### src/rtl/ipf_pkg.sv
// Constants shared by the interrupt priority field block.
package ipf_pkg;

   // ---------------------------------------------------------------
   // Widths
   // ---------------------------------------------------------------
   localparam int unsigned ADDR_W = 12;
   localparam int unsigned DATA_W = 32;
   localparam int unsigned STRB_W = 4;
   localparam int unsigned REG_W = 16;
   localparam int unsigned FLD_W = 3;
   localparam int unsigned NSRC = 4;
   localparam int unsigned SRC_W = 2;

   // ---------------------------------------------------------------
   // Register byte offsets
   // ---------------------------------------------------------------
   localparam logic [ADDR_W-1:0] OFF_OC5 = 12'h000;
   localparam logic [ADDR_W-1:0] OFF_PMP = 12'h004;
   localparam logic [ADDR_W-1:0] OFF_I2C2 = 12'h008;
   localparam logic [ADDR_W-1:0] OFF_STAT = 12'h00c;

   // ---------------------------------------------------------------
   // Source indices, their register and field position
   // ---------------------------------------------------------------
   localparam int unsigned SRC_OC5 = 0;
   localparam int unsigned SRC_PMP = 1;
   localparam int unsigned SRC_I2C_CTRL = 2;
   localparam int unsigned SRC_I2C_TGT = 3;
   localparam logic [ADDR_W-1:0] SRC_OFF [NSRC] = '{OFF_OC5, OFF_PMP, OFF_I2C2, OFF_I2C2};
   localparam int unsigned SRC_POS [NSRC] = '{4, 4, 8, 4};

   // ---------------------------------------------------------------
   // Field codes and reset value
   // ---------------------------------------------------------------
   localparam logic [FLD_W-1:0] LEVEL_OFF = 3'h0;
   localparam logic [FLD_W-1:0] LEVEL_MIN = 3'h1;
   localparam logic [FLD_W-1:0] LEVEL_MAX = 3'h7;
   localparam logic [FLD_W-1:0] FLD_RESET = 3'h4;

   // ---------------------------------------------------------------
   // Status register layout
   // ---------------------------------------------------------------
   localparam int unsigned STAT_PEND_POS = 0;
   localparam int unsigned STAT_LVL_POS = 1;
   localparam int unsigned STAT_SRC_POS = 4;
   localparam int unsigned STAT_REQ_POS = 8;

   // ---------------------------------------------------------------
   // Bus slave states
   // ---------------------------------------------------------------
   typedef enum logic [1:0] {
      ST_IDLE = 2'b01,
      ST_DONE = 2'b10
   } ipf_state_t;

endpackage : ipf_pkg

### src/rtl/ipf_source_gate.sv
// Per-source gate that turns a priority field and a request into a level.
`timescale 1ns/100ps
`default_nettype none

module ipf_source_gate
   import ipf_pkg::*;
(
   input wire logic [ipf_pkg::FLD_W-1:0] field,
   input wire logic req,
   output logic active,
   output logic [ipf_pkg::FLD_W-1:0] level
);

   // ---------------------------------------------------------------
   // Level mapping
   // ---------------------------------------------------------------

   // The code is the level itself, so 001 is the lowest and 111 the highest.
   // A code of zero never presents the source, whatever its request does.
   always_comb begin
      active = req && (field != LEVEL_OFF);
      level = active ? field : LEVEL_OFF;
   end

endmodule : ipf_source_gate
`default_nettype wire

### src/rtl/ipf_top.sv
// APB register slice holding four interrupt priority fields and their arbiter.
//
// The implementer's own choices: the APB interface to the registers and the register addresses.
`timescale 1ns/100ps
`default_nettype none

module ipf_top
   import ipf_pkg::*;
(
   input wire logic pclk,
   input wire logic presetn,
   input wire logic psel,
   input wire logic penable,
   input wire logic pwrite,
   input wire logic [ipf_pkg::ADDR_W-1:0] paddr,
   input wire logic [ipf_pkg::DATA_W-1:0] pwdata,
   input wire logic [ipf_pkg::STRB_W-1:0] pstrb,
   output logic [ipf_pkg::DATA_W-1:0] prdata,
   output logic pready,
   output logic pslverr,
   input wire logic [ipf_pkg::NSRC-1:0] src_req,
   output logic [ipf_pkg::FLD_W-1:0] output_compare5_level,
   output logic [ipf_pkg::FLD_W-1:0] parallel_port_level,
   output logic [ipf_pkg::FLD_W-1:0] i2c2_controller_event_level,
   output logic [ipf_pkg::FLD_W-1:0] i2c2_target_event_level,
   output logic irq_pending,
   output logic [ipf_pkg::FLD_W-1:0] irq_level,
   output logic [ipf_pkg::SRC_W-1:0] irq_source
);

   import ipf_pkg::*;

   // ---------------------------------------------------------------
   // Declarations
   // ---------------------------------------------------------------
   ipf_state_t state_r;
   ipf_state_t state_nxt;
   logic [FLD_W-1:0] fld_r [NSRC];
   logic [DATA_W-1:0] prdata_r;
   logic pready_r;
   logic pslverr_r;
   logic irq_pending_r;
   logic [FLD_W-1:0] irq_level_r;
   logic [SRC_W-1:0] irq_source_r;
   logic [NSRC-1:0] gate_active;
   logic [FLD_W-1:0] gate_level [NSRC];
   logic access_start;
   logic access_commit;
   logic wr_commit;
   logic hit_oc5;
   logic hit_pmp;
   logic hit_i2c2;
   logic hit_stat;
   logic addr_mapped;
   logic [REG_W-1:0] rd_field_word;
   logic [DATA_W-1:0] rd_word;
   logic win_pending_nxt;
   logic [FLD_W-1:0] win_level_nxt;
   logic [SRC_W-1:0] win_source_nxt;

   // ---------------------------------------------------------------
   // Bus decode
   // ---------------------------------------------------------------

   // An access starts when the access phase is first seen and the slave
   // has not yet answered; it commits on the edge where pready is high.
   assign access_start = psel && penable && (state_r == ST_IDLE);
   assign access_commit = psel && penable && pready_r;
   assign wr_commit = access_commit && pwrite;

   // Decode on the whole address, so an unaligned address is unmapped.
   assign hit_oc5 = (paddr == OFF_OC5);
   assign hit_pmp = (paddr == OFF_PMP);
   assign hit_i2c2 = (paddr == OFF_I2C2);
   assign hit_stat = (paddr == OFF_STAT);
   assign addr_mapped = hit_oc5 || hit_pmp || hit_i2c2 || hit_stat;

   // ---------------------------------------------------------------
   // Bus slave state machine
   // ---------------------------------------------------------------

   // One wait state: pready rises one cycle into the access phase.
   // This buys a registered read path at the cost of one cycle per access.
   always_comb begin
      state_nxt = state_r;
      unique case (state_r)
         ST_IDLE: begin
            if (access_start) begin
               state_nxt = ST_DONE;
            end
         end
         ST_DONE: begin
            state_nxt = ST_IDLE;
         end
         default: begin
            state_nxt = ST_IDLE;
         end
      endcase
   end

   // State register.
   always_ff @(posedge pclk or negedge presetn) begin
      if (!presetn) begin
         state_r <= ST_IDLE;
      end else begin
         state_r <= state_nxt;
      end
   end

   // Ready and error are pulses of one cycle, aligned to the answer.
   always_ff @(posedge pclk or negedge presetn) begin
      if (!presetn) begin
         pready_r <= 1'b0;
         pslverr_r <= 1'b0;
      end else begin
         pready_r <= access_start;
         pslverr_r <= access_start && !addr_mapped;
      end
   end

   // ---------------------------------------------------------------
   // Priority fields
   // ---------------------------------------------------------------

   // Each field is written only from its own bits and only when the byte
   // lane that holds it is strobed; every other bit has no storage at all,
   // so writes to unimplemented positions cannot have any effect.
   for (genvar i = 0; i < NSRC; i++) begin : g_field
      always_ff @(posedge pclk or negedge presetn) begin
         if (!presetn) begin
            fld_r[i] <= FLD_RESET;
         end else if (wr_commit && (paddr == SRC_OFF[i]) && pstrb[SRC_POS[i] / 8]) begin
            fld_r[i] <= pwdata[SRC_POS[i] +: FLD_W];
         end
      end
   end

   // ---------------------------------------------------------------
   // Read data
   // ---------------------------------------------------------------

   // Gather the fields of the addressed register into a zeroed word.
   always_comb begin
      rd_field_word = '0;
      for (int i = 0; i < NSRC; i++) begin
         if (paddr == SRC_OFF[i]) begin
            rd_field_word[SRC_POS[i] +: FLD_W] = fld_r[i];
         end
      end
   end

   // Status shows the current winner and the raw requests; it is read only.
   always_comb begin
      rd_word = '0;
      if (hit_stat) begin
         rd_word[STAT_PEND_POS] = irq_pending_r;
         rd_word[STAT_LVL_POS +: FLD_W] = irq_level_r;
         rd_word[STAT_SRC_POS +: SRC_W] = irq_source_r;
         rd_word[STAT_REQ_POS +: NSRC] = src_req;
      end else if (addr_mapped) begin
         rd_word[REG_W-1:0] = rd_field_word;
      end
   end

   // Read data is loaded with pready and cleared otherwise, so an
   // unmapped address or a write answers with zero.
   always_ff @(posedge pclk or negedge presetn) begin
      if (!presetn) begin
         prdata_r <= '0;
      end else if (access_start && !pwrite) begin
         prdata_r <= rd_word;
      end else begin
         prdata_r <= '0;
      end
   end

   // ---------------------------------------------------------------
   // Source gates
   // ---------------------------------------------------------------

   // One gate per source drops requests whose field reads as disabled.
   for (genvar i = 0; i < NSRC; i++) begin : g_gate
      ipf_source_gate u_gate (
         .field(fld_r[i]),
         .req(src_req[i]),
         .active(gate_active[i]),
         .level(gate_level[i])
      );
   end

   // ---------------------------------------------------------------
   // Arbitration
   // ---------------------------------------------------------------

   // The highest level wins; on a tie the lower source index wins since
   // only a strictly higher level replaces the current choice.
   always_comb begin
      win_pending_nxt = 1'b0;
      win_level_nxt = LEVEL_OFF;
      win_source_nxt = '0;
      for (int i = 0; i < NSRC; i++) begin
         if (gate_active[i] && (gate_level[i] > win_level_nxt)) begin
            win_pending_nxt = 1'b1;
            win_level_nxt = gate_level[i];
            win_source_nxt = SRC_W'(i);
         end
      end
   end

   // The winner is registered, so it lags its inputs by one clock.
   always_ff @(posedge pclk or negedge presetn) begin
      if (!presetn) begin
         irq_pending_r <= 1'b0;
         irq_level_r <= LEVEL_OFF;
         irq_source_r <= '0;
      end else begin
         irq_pending_r <= win_pending_nxt;
         irq_level_r <= win_level_nxt;
         irq_source_r <= win_source_nxt;
      end
   end

   // ---------------------------------------------------------------
   // Outputs
   // ---------------------------------------------------------------

   // All outputs come straight from flip-flops.
   assign prdata = prdata_r;
   assign pready = pready_r;
   assign pslverr = pslverr_r;
   assign output_compare5_level = fld_r[SRC_OC5];
   assign parallel_port_level = fld_r[SRC_PMP];
   assign i2c2_controller_event_level = fld_r[SRC_I2C_CTRL];
   assign i2c2_target_event_level = fld_r[SRC_I2C_TGT];
   assign irq_pending = irq_pending_r;
   assign irq_level = irq_level_r;
   assign irq_source = irq_source_r;

endmodule : ipf_top
`default_nettype wire

### config.mk
export PLATFORM = sky130hd
export DESIGN_NAME = ipf_top
export DESIGN_NICKNAME = d
export VERILOG_FILES = /design/src/rtl/ipf_pkg.sv /design/src/rtl/ipf_source_gate.sv /design/src/rtl/ipf_top.sv
export SDC_FILE = /design/constraint.sdc
export NUM_CORES = 1
export LEC_CHECK = 0
export BUFFER_PORTS_ARGS = -buffer_cell sky130_fd_sc_hd__buf_4
export CAP_MARGIN = 15
export CORE_MARGIN = 2
export CORE_UTILIZATION = 35
export DETAILED_ROUTE_END_ITERATION = 16
export PLACE_DENSITY = 0.78
export REMOVE_ABC_BUFFERS = 1
export SLEW_MARGIN = 20
export SYNTH_ARGS = -nofsm -noshare
export SYNTH_HDL_FRONTEND = slang
export SYNTH_SLANG_ARGS = --single-unit
### constraint.sdc
create_clock -name pclk -period 5.3 [get_ports pclk]
set_input_delay 1.06 -clock pclk [delete_from_list [all_inputs] [get_ports pclk]]
set_output_delay 1.06 -clock pclk [all_outputs]
set_load 0.02 [all_outputs]
==> results of run 1 <==
## routing by layer
layer | vias to the layer above | wire [um]
li1 | 743 | -
met1 | 751 | 1810
met2 | 63 | 2120
met3 | 7 | 335
met4 | 0 | 52
met5 | - | 0
## synthesized netlist by cell type, types with 2 or more instances
| cell | n |
|---|---|
| nand3b_1 | 2 |
| nor2_1 | 15 |
| mux2_4 | 3 |
| mux2_2 | 9 |
| buf_4 | 21 |
| or3_1 | 3 |
| nand3_1 | 2 |
| o21a_1 | 2 |
| dfstp_2 | 5 |
| nor4_4 | 2 |
| nand2_1 | 16 |
| a21oi_1 | 2 |
| o21ai_0 | 3 |
| ha_1 | 8 |
| inv_1 | 13 |
| mux4_2 | 2 |
| and2_1 | 7 |
| dfrtp_1 | 28 |
| and3_1 | 2 |
| a21o_1 | 2 |
| mux2i_1 | 4 |
| a32oi_1 | 2 |
| nor3_1 | 3 |
| nor2b_1 | 3 |
| a31oi_1 | 3 |
## critical path, cell delays in order
cell and delay (ns):
buf_4 0.13, and2_1 0.15, ha_1 0.30, a21oi_1 0.25, a211oi_4 0.12, and2_1 0.21
o21ai_0 0.23, inv_1 0.07, ha_1 0.29, nor2b_1 0.16, o21ai_0 0.13, nor3_1 0.33
a31oi_4 0.12, o21bai_1 0.21, nand2_1 0.09, ha_1 0.31, nor2b_1 0.14, o21a_1 0.17
o21ai_1 0.12, buf_4 0.15, o21ai_2 0.05, or3_1 0.34
## cell type report
| cell class | count | area (um^2) |
|---|---|---|
| Inverter | 13 | 48.8 |
| Timing Repair Buffer | 65 | 488 |
| Clock buffer | 7 | 96.3 |
| Sequential cell | 33 | 832 |
| Multi-Input combinational cell | 136 | 998 |
| Tap cell | 72 | 90.1 |
| Clock inverter | 1 | 5.00 |
| Fill cell | 525 | 2910 |
## per-stage QoR
stage	cells	instance area, um^2	power, mW
floorplan	182	1880	0.280
global placement	319	2460	0.310
detailed placement	319	2460	0.310
CTS	327	2560	0.515
global route	327	2560	0.536
finish	327	2560	0.511
## power by group
part | internal (mW) | switching, mW
sequential | 0.254 | 0.000503
combinational | 0.0185 | 0.0324
clock | 0.117 | 0.0877
total | 0.390 | 0.121
## worst min-delay path by stage
stage	from	end	slack, ns	depth (start not counted)
after floorplan	state_r[1]$_DFFE_PN0P_	state_r[0]$_DFFE_PN1P_	0.50	1
after global placement	irq_level[1]$_DFF_PN0_	prdata[2]$_DFF_PN0_	0.49	2
after detailed placement	irq_level[1]$_DFF_PN0_	prdata[2]$_DFF_PN0_	0.49	2
after CTS	irq_level[2]$_DFF_PN0_	prdata[3]$_DFF_PN0_	0.51	2
after global routing	irq_level[1]$_DFF_PN0_	prdata[2]$_DFF_PN0_	0.52	2
final	irq_level[2]$_DFF_PN0_	prdata[3]$_DFF_PN0_	0.51	2
## registers in the layout (all words and copies together) (netlist names)
signal,flops
i2c2_target_event_level,3
irq_pending,1
parallel_port_level,3
irq_source,2
i2c2_controller_event_level,3
pready,1
state_r,2
output_compare5_level,3
pslverr,1
irq_level,3
prdata,11
## kinds of logic (layout without fill, tap and decap cells)
| kind of cell | after synthesis | in the layout |
|---|---|---|
| muxes | 18 | 18 |
| DFF | 33 | 33 |
| buffers and inverters | 36 | 86 |
| AOI/OAI and AO/OA | 26 | 26 |
| other | 1 | 21 |
| adders and majority gates | 8 | 8 |
| and+or+nand+nor | 63 | 63 |
==> qor.yml, run 1 <==
status: "complete, no violations"
ys.flop_type: "dfrtp_1"
ys_types: 48
ctsResizeCount: 0
clkLatencyLatePin_ns: 0.28
max_freq_mhz: 202
cp_max_fo: 6
hold_class: "flop to flop"
synth.ff_latch_count: 33
antenna_cells: 0
power.density_nw_per_um2: 200
grt.met3_usage: 0.0398
post_drt_via_cell_ratio: 4.78
final_cell_mix: "buf_4, dfrtp_1, conb_1"
track_usage: 0.144
ant_nets: 0
cp-end-kind: "flop"
utilization: 0.468
ys_seq_area_frac: 0.422
ios: 109
layout_commonest_cell: "buf_4"
async_reset_ff_frac: 1.00
drt_pass1_iterations: 4
port_buffers: 59
vias: 1564
final.setup.worst_slack_ns: 0.337
grt_pass1_vias: 1506
wl_per_cell_um: 13.2
rr_worst_depth: 21
crit_end: "irq_pending$_DFF_PN0_"
rsz0062_at_grt: "no"
dp_hpwl_um: 3420
min_period_ns: 4.96
r2r-start: "output_compare5_level[2]$_DFFE_PN1P_"
synth_top_family_by_area: "simple AND/OR/NAND/NOR gates"
cp_data_required_time_ns: 5.46
syn_area_per_cell_um2: 10.7
synth_fa_ha_area_frac: 0.0508
gp_congestion: 0.812
maxCapViolations: 0
rrSetupSlack_ns: 0.69
syn-instance-count: 185
ir_drop_mv: 0.104
arrival_ns: 5.13
cts_sinks: 33
worst_r2r_endpoint: "irq_pending$_DFF_PN0_"
hold_slack_ns: 0.508
synth_mux_area_frac: 0.117
finalSetupTns_ns: 0
clockBufferDepth: 2
grt_max_degree: 34
nets: 319
die_w_um: 79.0
critPathLaunch: "src_req[1]"
fp.dieArea_um2: 6250
synthSimpleGateAreaFrac: 0.189
synth_edf_count: 0
antenna_found_initial: 0
post_cts_buffers: 0
drive_gt1_frac: 0.412
rows: 27
synth_xor_area_frac: 0
yosys.area.top_type: "dfrtp_1"
core-area_um2: 5470
drt-initial-drc-count: 104
drv_slew: 0
gr-usage-met2: 0.241
post-route-drc-count: 0
yosys-top-cells-area: "dfrtp_1, buf_4, dfstp_2"
fin_skew_ns: 0.00859
hold_viol: 0
netlist_area_um2: 1970
grt_overflow: 0
grt_pass1_wl_um: 7090
cts.clk_slew.worst_paths_ns: 0.07
dp_slack_ns: 0.00642
initial_core_util: 0.360
ctsHoldBuffers: 0
yosysWarnings: 0
cts_tree: "done"
drt-total-wl_um: 4320
syn_to_final_growth_pct: 29.8
cts_made_buffers: 5
start_kind: "primary input"
synth_top_cell_area_share: 0.356
h-tree-depth: 2
critPathKind: "primary input to flop"
die_y_um: 79.0
power.leakage_nw: 1.29
synth_compound_area_frac: 0.109
top_usage_layer: "met2"
fin_crit_sh: 0.936
setup_viol: 0
grtUsageMet1: 0.186
root_buffer: "clkbuf_8"
Note: power is estimated with default switching activity, not from simulation.
==> run 2, diff against run 1 <==
- CORE_UTILIZATION: 35 -> 45
- PLACE_DENSITY: 0.78 -> 0.93
==> run 2 against run 1 <==
  * Global-route usage grew 4.7 points
  * Sequential power is essentially flat
  * Register-to-register slack is essentially flat
  * Fmax grew 0.86%
  * Non-clock buffer count is the same
  * Power grew 8.3%
  * Core utilization grew 13 points
  * Critical path depth grew 1
  * Largest cell class unchanged
  * Largest power group unchanged
==> qor.yml, run 2 (synthesis results as in run 1) <==
status: "complete, no violations"
antenna_cells: 0
clockBufferDepth: 2
multi_input_area_um2: 1010
fin_crit_sh: 0.928
initial_core_util: 0.459
largest_reg_flops: 11
nets: 319
cp-end-kind: "flop"
min_to: "prdata[3]$_DFF_PN0_"
fp.dieArea_um2: 4920
hold_class: "flop to flop"
cts_tree: "done"
drive_gt1_frac: 0.416
arrival_ns: 5.10
h-tree-depth: 2
layout_commonest_cell: "buf_4"
rrSetupSlack_ns: 0.68
cts_sinks: 33
drv_slew: 0
fillers: 358
die_y_um: 70.2
ant_nets: 0
post_drt_via_cell_ratio: 5.15
vias: 1582
hold_viol: 0
power.density_nw_per_um2: 216
ir_drop_mv: 0.0877
clkLatencyLatePin_ns: 0.29
hold_slack_ns: 0.501
rr_worst_depth: 22
port_buffers: 59
cts_made_buffers: 5
maxCapViolations: 0
grt_max_degree: 34
cp_data_required_time_ns: 5.48
worst_r2r_endpoint: "irq_level[0]$_DFF_PN0_"
rows: 24
start_kind: "primary input"
setup_viol: 0
grt_pass1_vias: 1559
fin_skew_ns: 0.00299
drt-total-wl_um: 4450
rsz0062_at_grt: "no"
cts.clk_slew.worst_paths_ns: 0.07
min_period_ns: 4.92
track_usage: 0.192
post-route-drc-count: 0
root_buffer: "clkbuf_8"
antenna_found_initial: 0
critPathKind: "primary input to flop"
power.leakage_nw: 1.30
grt_pass1_wl_um: 7440
ctsHoldBuffers: 0
drt_pass1_iterations: 5
min_path_cells: 2
utilization: 0.596
final_cell_mix: "buf_4, dfrtp_1, conb_1"
critPathLaunch: "src_req[1]"
r2r-start: "output_compare5_level[2]$_DFFE_PN1P_"
wl_per_cell_um: 14.5
max_freq_mhz: 203
min_from: "irq_level[2]$_DFF_PN0_"
cp_max_fo: 6
ios: 109
dp_hpwl_um: 3450
grt_overflow: 0
syn_to_final_growth_pct: 29.8
core-area_um2: 4290
gp_congestion: 0.834
drt-initial-drc-count: 99
regArea_um2: 832
die_w_um: 70.2
-- run 2: cell types whose count changed in the layout (fill, tap and decap cells not counted), sizes merged --
cell / previous run / this run
bufinv: 0 / 1
clkinv: 1 / 0
-- run 2: worst max-delay path by stage --
stage          slack [ns]  cells after the start                     end
3_3_place_gp         0.08                     23  irq_level[0]$_DFF_PN0_
2_1_floorplan        0.35                     20   irq_pending$_DFF_PN0_
3_5_place_dp        -0.06                     23  irq_level[0]$_DFF_PN0_
5_1_grt              0.04                     23  irq_level[0]$_DFF_PN0_
4_1_cts              0.23                     23  irq_level[0]$_DFF_PN0_
6_report             0.38                     23  irq_level[0]$_DFF_PN0_
-- run 2: power by group --
group | internal, mW | total (mW) | switching (mW)
sequential | 0.254 | 0.255 | 0.000644
combinational | 0.0185 | 0.0509 | 0.0324
clock | 0.153 | 0.247 | 0.0941
total | 0.426 | 0.553 | 0.127
-- run 2: what timing repair did --
item,in CTS,in global routing
resized for setup,0,3
endpoints found under the setup margin,0,3
buffers inserted,0,0
-- run 2: stage by stage --
step	total power [mW]	setup TNS [ns]	setup slack (ns)	area, um^2	instances
after detailed placement	0.310	-0.0605	-0.0582	2430	299
after floorplan	0.280	0	0.350	1880	182
after global placement	0.309	0	0.0834	2430	299
after global routing	0.574	0	0.0351	2560	307
final	0.553	0	0.380	2560	307
after CTS	0.556	0	0.229	2550	307
-- run 2: layout make-up --
cell class | count | share of cell area
Multi-Input combinational cell | 136 | 0.394
Clock buffer | 7 | 0.0338
Inverter | 13 | 0.0191
Clock inverter | 1 | 0.0117
Tap cell | 52 | 0.0254
Timing Repair Buffer | 65 | 0.191
Sequential cell | 33 | 0.325
-- run 2: critical path, stage by stage --
cell      delay (ns)
buf_4           0.13
and2_1          0.16
ha_1            0.30
a21oi_1         0.25
a211oi_4        0.12
and2_1          0.17
o21ai_0         0.22
inv_1           0.08
ha_1            0.29
nor2b_1         0.17
o21ai_1         0.12
nor3_2          0.26
a31oi_4         0.11
o21bai_1        0.22
nand2_1         0.10
ha_1            0.31
nor2b_1         0.14
o21a_1          0.17
o21ai_2         0.20
buf_4           0.15
nand3b_1        0.07
o22ai_1         0.13
o21ba_2         0.17
-- run 2: per-layer routing --
layer / routed length, um / up-vias / GRT usage / part of all wire
met3: 318 / 7 / 0.0577 / 0.071
met5: 0 / - / 0 / 0
li1: - / 737 / - / -
met2: 2310 / 71 / 0.327 / 0.52
met4: 48 / 0 / 0.0491 / 0.011
met1: 1770 / 767 / 0.237 / 0.40
==> run 3, diff against run 2 <==
- CORE_UTILIZATION: 45 -> 40
- PLACE_DENSITY: 0.93 -> 0.88
- clock period: 5.3 -> 4.05 ns (I/O delays scaled with it)
==> run 3 against run 2 <==
  * The flow now finishes with violations (negative setup slack)
  * Power grew 31%
  * Clock-buffer cell count is the same
  * Critical path depth shrank 1
  * Sequential power grew 31%
  * Cell area grew 18%
  * Via count grew 8.3%
  * Critical path type unchanged
  * Highest routed layer unchanged
==> qor.yml, run 3 (synthesis results as in run 1) <==
clkLatencyLatePin_ns: 0.29
cp-end-kind: "flop"
grt_max_degree: 34
cts.clk_slew.worst_paths_ns: 0.06
track_usage: 0.192
fin_crit_sh: 1.07
vias: 1713
drt-initial-drc-count: 101
power.leakage_nw: 1.52
gp_congestion: 0.850
cts_made_buffers: 5
layout_commonest_cell: "buf_4"
wl_per_cell_um: 15.5
final.setup.worst_slack_ns: -0.271
post-route-drc-count: 0
dp_hpwl_um: 3670
rows: 25
grt_pass1_wl_um: 7850
final_area_um2: 3020
start_kind: "primary input"
arrival_ns: 4.50
grt.met3_usage: 0.0447
power.total_mw: 0.726
initial_core_util: 0.417
max_freq_mhz: 231
fillers: 357
grt_pass1_vias: 1708
ant_nets: 0
violations: "negative setup slack"
setup_viol: 5
root_buffer: "clkbuf_8"
top_usage_layer: "met2"
regArea_um2: 832
drive_gt1_frac: 0.576
antenna_found_initial: 0
nets: 342
clockBufferDepth: 2
drt_pass1_iterations: 4
antenna_cells: 0
grt_overflow: 0
post_drt_via_cell_ratio: 4.97
largest_reg_flops: 11
die_y_um: 74.2
maxCapViolations: 0
core-area_um2: 4720
dp_slack_ns: -0.969
grtUsageMet1: 0.210
cp_data_required_time_ns: 4.23
ios: 109
die_w_um: 74.2
utilization: 0.639
ctsHoldBuffers: 0
status: "finished with violations"
ir_drop_mv: 0.316
drt-total-wl_um: 5350
hold_viol: 0
post_dp_cell_area_um2: 2550
fin_skew_ns: 0.00899
cts_sinks: 33
gr-usage-met2: 0.346
min_period_ns: 4.32
h-tree-depth: 2
multi_input_area_um2: 1250
hold_slack_ns: 0.447
drv_slew: 0
rsz0062_at_grt: "yes"
cp_max_fo: 5
fp.dieArea_um2: 5500
final_cell_mix: "buf_4, dfrtp_1, conb_1"
port_buffers: 59
power.density_nw_per_um2: 240
critPathKind: "primary input to flop"
hold_class: "primary input to async pin"
syn_to_final_growth_pct: 53.2
cts_tree: "done"
run 3: what timing repair did:
action	in CTS	in global routing
pin swaps	23	15
resized for setup	30	27
buffers inserted	6	5
endpoints found under the setup margin	6	6
run 3: routing by layer:
layer | wire length [um] | share of wire
met5 | 0 | 0
met4 | 133 | 0.025
met3 | 270 | 0.050
met2 | 2890 | 0.54
met1 | 2060 | 0.38
run 3: layout make-up:
| class | instances | share of cell area |
|---|---|---|
| clock buffers | 7 | 0.0286 |
| multi-input cells | 136 | 0.414 |
| inverters | 13 | 0.0162 |
| flip-flops and latches | 33 | 0.276 |
| repair buffers | 88 | 0.228 |
| clock inverters | 1 | 0.00995 |
| well taps | 67 | 0.0278 |
run 3: worst max-delay path: stages:
cell and delay (ns):
buf_8 0.10, and2_4 0.16, ha_4 0.26, nand3b_1 0.11
a211oi_4 0.33, and2_4 0.25, o21ai_4 0.08, inv_2 0.07
ha_4 0.19, nor2b_4 0.13, o21a_1 0.19, buf_6 0.13
a21o_1 0.19, a32oi_2 0.24, o32a_1 0.25, ha_4 0.16
nor2b_4 0.03, o21a_1 0.20, o21ai_4 0.20, o21ai_2 0.09
buf_4 0.15, o21ba_4 0.18
run 3: final timing paths:
path                                                      start                                          to  slack [ns]  cells past startpoint
max reg2reg                output_compare5_level[2]$_DFFE_PN1P_                      irq_level[0]$_DFF_PN0_       -0.15                     21
min                                                     presetn  i2c2_controller_event_level[0]$_DFFE_PN0P_        0.45                      1
max in group asynchronous                               presetn                      state_r[0]$_DFFE_PN1P_        3.27                      1
max                                                  src_req[1]                      irq_level[0]$_DFF_PN0_       -0.27                     22
min reg2reg                              irq_level[0]$_DFF_PN0_                         prdata[1]$_DFF_PN0_        0.50                      2
min in group pclk                        irq_level[0]$_DFF_PN0_                         prdata[1]$_DFF_PN0_        0.50                      2
run 3: stage by stage:
stage	TNS [ns]	cells
after floorplan	-2.61	182
after global placement	-3.65	327
after detailed placement	-4.94	327
after CTS	-0.546	341
after global routing	-1.73	345
final	-1.15	345
run 3: where the power goes:
group	internal (mW)	switching, mW
combinational	0.0268	0.0449
clock	0.200	0.120
sequential	0.333	0.000679
total	0.560	0.166
